## config.mk

```make
export PLATFORM = sky130hd
export DESIGN_NAME = flash_cmd_decoder
export DESIGN_NICKNAME = d
export VERILOG_FILES = /design/src/design/flash_cmd_pkg.sv /design/src/design/flash_cmd_decoder.sv
export VERILOG_INCLUDE_DIRS = /design/src /design/src/design
export SDC_FILE = /design/constraint.sdc
export NUM_CORES = 1
export LEC_CHECK = 0
export BUFFER_PORTS_ARGS = -buffer_cell sky130_fd_sc_hd__buf_4
export CAP_MARGIN = 10
export CORE_MARGIN = 10
export CORE_UTILIZATION = 45
export DETAILED_ROUTE_END_ITERATION = 8
export GPL_TIMING_DRIVEN = 0
export PLACE_DENSITY = 0.74
export SLEW_MARGIN = 20
export SYNTH_ARGS = -nofsm -noshare
export SYNTH_HDL_FRONTEND = slang
export SYNTH_SLANG_ARGS = --single-unit
```

## constraint.sdc

```tcl
create_clock -name pclk -period 12.8 [get_ports pclk]
set_clock_uncertainty 0.15 [all_clocks]
set_input_delay 1.28 -clock pclk [delete_from_list [all_inputs] [get_ports pclk]]
set_output_delay 1.28 -clock pclk [all_outputs]
set_load 0.01 [all_outputs]
```

## src/design/flash_cmd_regs.svh

```systemverilog
// opcode values, field positions, reset values and register map
//
// Summary of operation
// - opcode 06 sets write-enable latch
// - opcode 04 clears write-enable latch, both modes
// - opcode 05 shifts out status register
// - opcode 15 shifts out configuration register
// - opcode 01 writes status, then optional config
// - opcode 68 enables individual block protection
// - B0 suspends, 30 resumes program/erase
// - B9 enters, AB leaves deep power-down
// - 35 in single-line mode enters quad mode
// - F5 in quad mode returns to single-line
`ifndef FLASH_CMD_REGS_SVH
`define FLASH_CMD_REGS_SVH

`define SET_WRITE_LATCH_CMD 8'h06
`define CLEAR_WRITE_LATCH_CMD 8'h04
`define STATUS_READ_CMD 8'h05
`define CONFIG_READ_CMD 8'h15
`define STATUS_CONFIG_WRITE_CMD 8'h01
`define BLOCK_PROTECT_SELECT_CMD 8'h68
`define QUAD_MODE_ENTRY_CMD 8'h35
`define QUAD_MODE_EXIT_CMD 8'hF5
`define PROGRAM_ERASE_PAUSE_CMD 8'hB0
`define PROGRAM_ERASE_CONTINUE_CMD 8'h30
`define DEEP_SLEEP_ENTRY_CMD 8'hB9
`define DEEP_SLEEP_EXIT_CMD 8'hAB
`define BURST_LENGTH_SET_CMD 8'hC0
`define BOOT_REGISTER_READ_CMD 8'h16
`define BOOT_REGISTER_WRITE_CMD 8'h17
`define BOOT_REGISTER_ERASE_CMD 8'h18

`define WRITE_LATCH_BIT 1
`define STATUS_RESET 8'h00
`define CONFIG_RESET 8'h00
`define BURST_RESET 8'h00
`define BOOT_RESET 32'hFFFF_FFFF

// apb register offsets
`define REG_STATE 12'h000
`define REG_STATUS 12'h004
`define REG_CONFIG 12'h008
`define REG_BURST 12'h00C
`define REG_BOOT 12'h010
`define REG_LAST_OP 12'h014

`endif

```

## src/design/flash_cmd_pkg.sv

```systemverilog
// types shared by the flash setting command decoder
`default_nettype none
package flash_cmd_pkg;
  typedef enum logic [1:0] {
    PH_OPCODE = 2'b00,
    PH_DATA_IN = 2'b01,
    PH_DATA_OUT = 2'b10,
    PH_IGNORE = 2'b11
  } phase_e;

  typedef struct packed {
    logic sck;
    logic cs_n;
    logic [3:0] dio;
  } link_in_s;

  typedef struct packed {
    logic [3:0] dout;
    logic [3:0] doe;
  } link_out_s;

  typedef struct packed {
    logic write_enable_latch;
    logic block_protect;
    logic quad_command_mode;
    logic suspended;
    logic deep_sleep;
  } flags_s;
endpackage : flash_cmd_pkg
`default_nettype wire

```

## src/design/flash_cmd_decoder.sv

```systemverilog
// opcode decoder for register and setting commands on a serial flash link
//
// The implementer's own choices: the placing of the registers and the APB register port.
`timescale 1ns/1ps
`default_nettype none
`include "flash_cmd_regs.svh"

module flash_cmd_decoder (
  input wire logic pclk,
  input wire logic presetn,
  input wire logic clk_en,
  input wire logic psel,
  input wire logic penable,
  input wire logic pwrite,
  input wire logic [11:0] paddr,
  input wire logic [31:0] pwdata,
  output logic [31:0] prdata,
  output logic pready,
  output logic pslverr,
  input wire flash_cmd_pkg::link_in_s link_in,
  output flash_cmd_pkg::link_out_s link_out
);

  typedef struct packed {
    flash_cmd_pkg::link_in_s sync1;
    flash_cmd_pkg::link_in_s sync2;
    logic sck_prev;
    logic cs_prev;
    flash_cmd_pkg::phase_e phase;
    logic [7:0] opcode;
    logic [7:0] shift;
    logic [3:0] bitcnt;
    logic [2:0] bytecnt;
    logic [31:0] out_word;
    logic [31:0] boot_acc;
    flash_cmd_pkg::flags_s flags;
    logic [7:0] status;
    logic [7:0] config_r;
    logic [7:0] burst;
    logic [31:0] boot;
    logic [7:0] last_op;
    flash_cmd_pkg::link_out_s lout;
    logic [31:0] prdata;
    logic pready;
    logic pslverr;
  } state_s;

  state_s state_reg;
  state_s state_next;

  // opcode legality per command mode
  function automatic logic op_valid(input logic [7:0] op, input logic quad);
    unique case (op)
      `SET_WRITE_LATCH_CMD, `CLEAR_WRITE_LATCH_CMD, `STATUS_READ_CMD,
      `CONFIG_READ_CMD, `STATUS_CONFIG_WRITE_CMD, `BLOCK_PROTECT_SELECT_CMD,
      `PROGRAM_ERASE_PAUSE_CMD, `PROGRAM_ERASE_CONTINUE_CMD,
      `DEEP_SLEEP_ENTRY_CMD, `DEEP_SLEEP_EXIT_CMD, `BURST_LENGTH_SET_CMD:
        op_valid = 1'b1;
      `QUAD_MODE_ENTRY_CMD, `BOOT_REGISTER_READ_CMD,
      `BOOT_REGISTER_WRITE_CMD, `BOOT_REGISTER_ERASE_CMD:
        op_valid = !quad;
      `QUAD_MODE_EXIT_CMD: op_valid = quad;
      default: op_valid = 1'b0;
    endcase
  endfunction : op_valid

  ////////////////////////////////////////////////////////////////////////////
  logic sck_rise;
  logic sck_fall;
  logic cs_active;
  logic quad;
  logic [3:0] step;
  logic [7:0] byte_in;
  logic byte_done;

  always_comb begin
    state_next = state_reg;
    quad = state_reg.flags.quad_command_mode;
    step = quad ? 4'h4 : 4'h1;
    sck_rise = state_reg.sync2.sck & ~state_reg.sck_prev;
    sck_fall = ~state_reg.sync2.sck & state_reg.sck_prev;
    cs_active = ~state_reg.sync2.cs_n;
    byte_in = quad ? {state_reg.shift[3:0], state_reg.sync2.dio}
                   : {state_reg.shift[6:0], state_reg.sync2.dio[0]};
    byte_done = (state_reg.bitcnt + step) == 4'h8;

    state_next.sync1 = link_in;
    state_next.sync2 = state_reg.sync1;
    state_next.sck_prev = state_reg.sync2.sck;
    state_next.cs_prev = state_reg.sync2.cs_n;

    if (!cs_active) begin
      // frame end: commit writes whose data arrived complete
      if (!state_reg.cs_prev && state_reg.phase == flash_cmd_pkg::PH_DATA_IN
          && state_reg.opcode == `BOOT_REGISTER_WRITE_CMD
          && state_reg.bytecnt == 3'h4)
      begin
        state_next.boot = state_reg.boot_acc;
        state_next.flags.write_enable_latch = 1'b0;
      end
      if (!state_reg.cs_prev && state_reg.phase == flash_cmd_pkg::PH_DATA_IN
          && state_reg.opcode == `STATUS_CONFIG_WRITE_CMD
          && state_reg.bytecnt != 3'h0)
        state_next.flags.write_enable_latch = 1'b0;
      state_next.phase = flash_cmd_pkg::PH_OPCODE;
      state_next.bitcnt = 4'h0;
      state_next.bytecnt = 3'h0;
      state_next.lout.doe = 4'h0;
    end else if (sck_rise && state_reg.phase != flash_cmd_pkg::PH_DATA_OUT
                 && state_reg.phase != flash_cmd_pkg::PH_IGNORE) begin
      state_next.shift = byte_in;
      state_next.bitcnt = byte_done ? 4'h0 : state_reg.bitcnt + step;
      if (byte_done && state_reg.phase == flash_cmd_pkg::PH_OPCODE) begin
        state_next.opcode = byte_in;
        state_next.phase = flash_cmd_pkg::PH_IGNORE;
        // deep sleep answers only its exit opcode
        if (op_valid(byte_in, quad) && (!state_reg.flags.deep_sleep
            || byte_in == `DEEP_SLEEP_EXIT_CMD)) begin
          state_next.last_op = byte_in;
          unique case (byte_in)
            `SET_WRITE_LATCH_CMD:
              state_next.flags.write_enable_latch = 1'b1;
            `CLEAR_WRITE_LATCH_CMD:
              state_next.flags.write_enable_latch = 1'b0;
            `STATUS_READ_CMD: begin
              state_next.phase = flash_cmd_pkg::PH_DATA_OUT;
              state_next.out_word = {state_reg.status, 24'h00_0000};
            end
            `CONFIG_READ_CMD: begin
              state_next.phase = flash_cmd_pkg::PH_DATA_OUT;
              state_next.out_word = {state_reg.config_r, 24'h00_0000};
            end
            `BOOT_REGISTER_READ_CMD: begin
              state_next.phase = flash_cmd_pkg::PH_DATA_OUT;
              state_next.out_word = state_reg.boot;
            end
            `STATUS_CONFIG_WRITE_CMD, `BURST_LENGTH_SET_CMD,
            `BOOT_REGISTER_WRITE_CMD:
              state_next.phase = flash_cmd_pkg::PH_DATA_IN;
            `BLOCK_PROTECT_SELECT_CMD:
              state_next.flags.block_protect = 1'b1;
            `QUAD_MODE_ENTRY_CMD:
              state_next.flags.quad_command_mode = 1'b1;
            `QUAD_MODE_EXIT_CMD:
              state_next.flags.quad_command_mode = 1'b0;
            `PROGRAM_ERASE_PAUSE_CMD:
              state_next.flags.suspended = 1'b1;
            `PROGRAM_ERASE_CONTINUE_CMD:
              state_next.flags.suspended = 1'b0;
            `DEEP_SLEEP_ENTRY_CMD:
              state_next.flags.deep_sleep = 1'b1;
            `DEEP_SLEEP_EXIT_CMD:
              state_next.flags.deep_sleep = 1'b0;
            `BOOT_REGISTER_ERASE_CMD: begin
              state_next.boot = `BOOT_RESET;
              state_next.flags.write_enable_latch = 1'b0;
            end
            default: state_next.phase = flash_cmd_pkg::PH_IGNORE;
          endcase
        end
      end else if (byte_done) begin
        // saturate so an overlong frame never wraps back to a full count
        if (state_reg.bytecnt != 3'h7)
          state_next.bytecnt = state_reg.bytecnt + 3'h1;
        unique case (state_reg.opcode)
          `STATUS_CONFIG_WRITE_CMD: begin
            if (state_reg.bytecnt == 3'h0)
              state_next.status = byte_in;
            else if (state_reg.bytecnt == 3'h1)
              state_next.config_r = byte_in;
            else
              state_next.phase = flash_cmd_pkg::PH_IGNORE;
          end
          `BURST_LENGTH_SET_CMD: begin
            state_next.burst = byte_in;
            state_next.phase = flash_cmd_pkg::PH_IGNORE;
          end
          `BOOT_REGISTER_WRITE_CMD: begin
            if (state_reg.bytecnt < 3'h4)
              state_next.boot_acc = {state_reg.boot_acc[23:0], byte_in};
          end
          default: state_next.phase = flash_cmd_pkg::PH_IGNORE;
        endcase
      end
    end else if (sck_fall && state_reg.phase == flash_cmd_pkg::PH_DATA_OUT)
    begin
      // shift out msb first on falling edge, host samples on rising
      state_next.lout.doe = quad ? 4'hF : 4'h2;
      state_next.lout.dout = quad ? state_reg.out_word[31:28]
                                  : {2'b00, state_reg.out_word[31], 1'b0};
      state_next.out_word = quad ? {state_reg.out_word[27:0], 4'h0}
                                 : {state_reg.out_word[30:0], 1'b0};
      // status/config rotate their one byte so every read byte repeats it
      if (state_reg.opcode != `BOOT_REGISTER_READ_CMD)
        state_next.out_word[31:24] = quad
            ? {state_reg.out_word[27:24], state_reg.out_word[31:28]}
            : {state_reg.out_word[30:24], state_reg.out_word[31]};
    end

    // mirror latch bit into status byte
    state_next.status[`WRITE_LATCH_BIT] = state_next.flags.write_enable_latch;

    //////////////////////////////////////////////////////////////////////////
    // apb slave, zero wait states
    state_next.pready = 1'b0;
    state_next.pslverr = 1'b0;
    if (psel && !penable) begin
      state_next.pready = 1'b1;
      state_next.prdata = 32'h0000_0000;
      unique case (paddr)
        `REG_STATE: state_next.prdata = {27'h000_0000, state_reg.flags};
        `REG_STATUS: state_next.prdata = {24'h00_0000, state_reg.status};
        `REG_CONFIG: state_next.prdata = {24'h00_0000, state_reg.config_r};
        `REG_BURST: state_next.prdata = {24'h00_0000, state_reg.burst};
        `REG_BOOT: state_next.prdata = state_reg.boot;
        `REG_LAST_OP: state_next.prdata = {24'h00_0000, state_reg.last_op};
        default: state_next.pslverr = 1'b1;
      endcase
      // software may preset burst length; link writes that change its value take priority
      if (pwrite && paddr == `REG_BURST && state_next.burst == state_reg.burst)
        state_next.burst = pwdata[7:0];
      if (pwrite && paddr != `REG_BURST)
        state_next.pslverr = 1'b1;
    end
  end

  always_ff @(posedge pclk or negedge presetn) begin
    if (!presetn) begin
      state_reg <= '0;
      state_reg.sync1.cs_n <= 1'b1;
      state_reg.sync2.cs_n <= 1'b1;
      state_reg.cs_prev <= 1'b1;
      state_reg.status <= `STATUS_RESET;
      state_reg.config_r <= `CONFIG_RESET;
      state_reg.burst <= `BURST_RESET;
      state_reg.boot <= `BOOT_RESET;
    end else if (clk_en) begin
      state_reg <= state_next;
    end
  end

  assign prdata = state_reg.prdata;
  assign pready = state_reg.pready;
  assign pslverr = state_reg.pslverr;
  assign link_out = state_reg.lout;
endmodule : flash_cmd_decoder
`default_nettype wire

```

# Word-level counts from Yosys, hierarchy flattened
# Cells that the tools add are included.
[op_classes] eq_ne=45 n_mul=0 addsub=2 order_cmp=1 n_div=0 shifts=0 reduce_logical=61 muxes=64 n_bitwise=8
[ops] op="32-bit 2-to-1 mux" count=8
[ops] op="32-bit case mux with 6 select lines" count=1
[ops] op="32-bit case mux with 3 select lines" count=1
[ops] op="8-bit 2-to-1 mux" count=11
[ops] op="40-bit 2-to-1 mux" count=2
[ops] op="69-bit 2-to-1 mux" count=1
[ops] op="8-bit equality test, second input constant" count=6
[ops] op="24-bit 2-to-1 mux" count=2
[ops] op="6-bit AND reduction" count=8
[ops] op="8-bit by 5-bit equality test with 1-bit output, second input constant" count=5
[ops] op="25-bit 2-to-1 mux" count=1
[ops] op="12-bit by 4-bit equality test with 1-bit output, second input constant" count=2
[ops] op="12-bit by 5-bit equality test with 1-bit output, second input constant" count=2
[ops] op="8-bit by 3-bit equality test with 1-bit output, second input constant" count=3
[ops] op="4-bit 2-to-1 mux" count=6
[ops] op="2-bit nonzero test" count=11
[ops] op="8-bit by 1-bit equality test with 1-bit output, second input constant" count=2
[ops] op="8-bit by 6-bit equality test with 1-bit output, second input constant" count=2
[ops] op="16-bit 2-to-1 mux" count=1
[ops] op="1-bit logical AND" count=14
[ops] op="2-bit 2-to-1 mux" count=7
[ops] op="7-bit AND reduction" count=2
[ops] op="12-bit by 3-bit equality test with 1-bit output, second input constant" count=1
[ops] op="12-bit logical NOT" count=1
[ops] op="43 further kinds" count=81
[totals] rom_bits=0 inputBits=56 ram_bits=0 latchBits=0 n_memories=0 reg_bits=213

# Depth between registers and ports, before layout
[logic_depth] ltp_word=16 ltp_mapped=18

# Least setup slack after synthesis
# Ideal clock, no wire load.
[synth_timing] path_kind="reg-to-reg" startpoint="register state_reg (netlist bit quad)" endpoint="register state_reg[82] in the netlist's numbering" slack_ps=8459 path_buffers=7 synth_period_minus_slack_ps=4341 setup_ps=121 t_arrival_ps=4070 path_stages_with_launch=18 cell_sequence="dfrtp_1 > buf_6 > buf_8 > buf_2 > buf_1 > clkbuf_1 > inv_1 > ha_1 > ha_1 > nor3_1 > nand2_1 > or4_1 > clkbuf_1 > a21oi_1 > nor2b_1 > clkbuf_1 > mux2_2 > a22o_1"
[synth_via] elab_chain_cells=11 word_cells_on_any_way=14 classes_between="add/sub (1); eq/ne (2); mux (9); reduce/logical (2)"
[synth_lines] item="from (decl)" line_no="flash_cmd_decoder.sv:48" source="state_s state_reg;"
[synth_lines] item="from (signal assigned)" line_no="flash_cmd_decoder.sv:238" source="state_reg <= state_next;"
[synth_lines] item="3-bit 2-to-1 mux" line_no="flash_cmd_decoder.sv:79" source="step = quad ? 4'h4 : 4'h1;"
[synth_lines] item="4-bit by 3-bit adder with 4-bit output" line_no="flash_cmd_decoder.sv:85" source="byte_done = (state_reg.bitcnt + step) == 4'h8;"
[synth_lines] item="4-bit equality test" line_no="flash_cmd_decoder.sv:85"
[synth_lines] item="24-bit 2-to-1 mux or 1-bit logical AND (tied branches)" line_no="flash_cmd_decoder.sv:161, flash_cmd_decoder.sv:113"
[synth_lines] item="24-bit 2-to-1 mux *" line_no="flash_cmd_decoder.sv:113" source="if (byte_done && state_reg.phase == flash_cmd_pkg::PH_OPCODE) begin"
[synth_lines] item="69-bit 2-to-1 mux *" line_no="flash_cmd_decoder.sv:109" source="end else if (sck_rise && state_reg.phase != flash_cmd_pkg::PH_DATA_OUT"
[synth_lines] item="8-bit 2-to-1 mux *" line_no="flash_cmd_decoder.sv:92" source="if (!cs_active) begin"
[synth_lines] item="8-bit equality test" line_no="flash_cmd_decoder.sv:220" source="if (pwrite && paddr == `REG_BURST && state_next.burst == state_reg.burst)"
[synth_lines] item="1-bit logical AND" line_no="flash_cmd_decoder.sv:220"
[synth_lines] item="8-bit 2-to-1 mux" line_no="flash_cmd_decoder.sv:220"
[synth_lines] item="8-bit 2-to-1 mux *" line_no="flash_cmd_decoder.sv:207" source="if (psel && !penable) begin"
# Every way passes the cells marked *; elsewhere a longest branch is shown, timed or not. The select of a mux whose other input is x is not followed.
# A chain may end at the register's enable or synchronous reset.

# Final worst setup path
[layout_timing] startpoint="register state_reg (netlist bit quad)" endpoint="register state_reg[89] in the netlist's numbering"
# The elaborated chain is that of the path after synthesis.

==> metrics.yaml <==
outcome:
  status: "finished clean"
sta:
  worstMarginPinSlew_ns: 1.08
  finalSetupTns_ns: 0
  rsz0062_at_grt: "no"
  relSlewSlack_pct: 26.3
  setup_slack_ns: 7.21
  min_period_ns: 5.59
  slew_viol_final: 0
  finalHoldViolations: 0
  max_freq_ghz: 0.179
  setup_viol: 0
  fin_crit_sh_pct: 43.7
synth:
  muxShareOfSynthArea_pct: 13.9
  syn_area_per_cell_um2: 11.0
  synth_nets: 999
  synth_seq_cells: 210
  synthCells: 936
  ys_seq_area_share_pct: 51.5
  synth-async-reset-ratio_pct: 100
  synth_top_area_cell: "dfrtp_1"
  yosysWarnings: 0
  synth-compound-area-share_pct: 16.5
  syn_area_um2: 10300
  synthXorXnorAreaFrac_pct: 0.851
  synth_top_family_by_area: "compound AO/OA/AOI/OAI gates"
  yosysTopAreaCellShare_pct: 42.6
  synth_fa_ha_area_share_pct: 0.851
  synth_edf_count: 0
  ys_dominant_reg_cell: "dfrtp_1"
  synth-simple-area-share_pct: 10.3
  synthDistinctLibCells: 65
  synthTopCellsByArea: "dfrtp_1, dfstp_2, mux2_2"
placement:
  place_ws_ns: 7.32
  port_buffers: 71
  gp_congestion: 0.950
  place_hpwl_um: 19100
  dpl.cell_count: 1295
cts:
  numClockSinks: 210
  cts_made_buffers: 22
  cts_max_path_buffers: 3
  cts_root_buf: "clkbuf_16"
  cts_hold_buf: 0
  cts-htree-levels: 1
  cts_setup_buffers: 0
  cts_tree: "done"
  cts_resized: 0
  clk_latency_ns: 0.51
  path_clk_slew_ns: 0.06
power_and_ir_drop:
  p_total_mw: 1.77
  leakage_nw: 5.58
  p_per_area_nw_per_um2: 148
  max-vdd-ir-drop_mv: 0.0733
die:
  io_pins: 98
  coreArea_um2: 22600
  die_w_um: 171
  die_h_um: 171
  rows: 55
  dieArea_um2: 29300
  start_util_pct: 45.6
grt:
  grt.total_usage_pct: 18.0
  grt_overflow: 0
  grt_pass1_vias: 7810
  grt_pass1_wl_um: 42600
  grt_max_degree: 86
  antenna_found_initial: 0
setup_path:
  start_kind: "flop"
  crit_start: "quad"
  arrival_ns: 5.84
  rrSetupSlack_ns: 7.21
  cp_data_required_time_ns: 13.04
  worstSetupPathType: "reg -> reg"
  regToRegStartpoint: "quad"
  critPathCaptureType: "flop"
  path_max_fanout: 10
drt:
  drc: 0
  viasPerCell: 5.85
  antenna_left: 0
  vias: 7810
  first_pass_iters: 6
  routedWlPerCell_um: 19.8
  drt-initial-drc-count: 574
  wirelength_um: 26400
final_layout:
  antenna_cells: 0
  largest_register_ffs: 161
  syn_to_final_growth_pct: 16.3
  finalNonFillerCells: 1335
  drive_above_1_share_pct: 27.0
  nets: 1097
hold_path:
  hp-class: "reg -> reg"
  worstHoldStart: "link_out[6]"
run:
  drv_cap: 0
==> power breakdown <==
group	total (mW)	switching [mW]	internal [mW]
clock network	0.619	0.259	0.360
logic	0.349	0.207	0.142
registers	0.797	0.0667	0.731
==> layer usage <==
metal | wire length [um] | global-route usage [%] | vias up
met5 | 0 | 0 | -
met4 | 769 | 5.41 | 0
met3 | 1820 | 2.61 | 57
met2 | 12400 | 29.1 | 298
met1 | 11400 | 24.4 | 3876
li1 | - | - | 3579
==> through the flow <==
step / hold slack (ns) / utilization (%) / area, um^2
2_1_floorplan: 0.277 / - / 10300
3_3_place_gp: 0.308 / 49.5 / 11200
3_5_place_dp: 0.317 / 49.9 / 11300
4_1_cts: 0.332 / 52.9 / 12000
5_1_grt: 0.353 / 53.0 / 12000
6_report: 0.327 / 53.0 / 12000
==> synth_stat cells (13+ instances only) <==
master	n
buf_4	40
dfrtp_1	175
mux2_2	59
nand3_1	30
o21ai_0	103
clkbuf_1	45
a22o_1	43
nand2_1	97
mux2i_1	44
a21oi_1	19
inv_1	13
nor2_1	37
dfstp_2	35
o22a_1	33
nor4_1	13
mux2_4	21
==> critical path, cell delays in order, from the launching register on <==
cell and delay (ns):
dfrtp_1 0.38, buf_6 0.17, buf_8 0.14, buf_2 0.28
buf_1 0.60, clkbuf_1 0.57, inv_1 0.21, ha_1 0.25
ha_1 0.30, nor3_1 0.32, nand2_1 0.24, or4_1 0.63
clkbuf_1 0.26, a21oi_1 0.18, nor2b_1 0.06, clkbuf_1 0.22
mux2_2 0.33, a22o_1 0.18
==> worst paths after layout <==
path                                   end  cells past startpoint
setup / recovery             state_reg[89]                     17
setup reg to reg             state_reg[89]                     17
hold reg to reg                link_out[6]                      2
hold / removal                 link_out[6]                      2
min in group asynchronous  state_next[202]                      1
max in group asynchronous    state_reg[68]                      2
==> placed cells by master, fill, tap and decap left out, types with 21 or more instances in the layout <==
cell and count:
dfstp_2 35, buf_4 110, clkbuf_16 23, nand2_1 97, mux2_4 21, mux2_2 59
dfrtp_1 175, o21ai_0 103, a22o_1 43, nor2_1 37, mux2i_1 43, nand3_1 30
clkbuf_1 53, o22a_1 33
==> cell type report <==
type,instances,area [um^2]
Fill cell,1904,10600
Sequential cell,210,5300
Multi-Input combinational cell,613,4380
Clock buffer,36,674
Timing Repair Buffer,74,601
Buffer,99,577
Tap cell,285,357
Inverter,14,52.6
Clock inverter,4,23.8
==> cells by family after synthesis <==
kind of cell | Yosys count
muxes | 125
adders and majority gates | 7
DFF | 210
and+or+nand+nor | 224
xor gates and xnor gates | 10
buffers and inverters | 113
AOI/OAI and AO/OA | 247
Power figures use the tool's default switching activity.
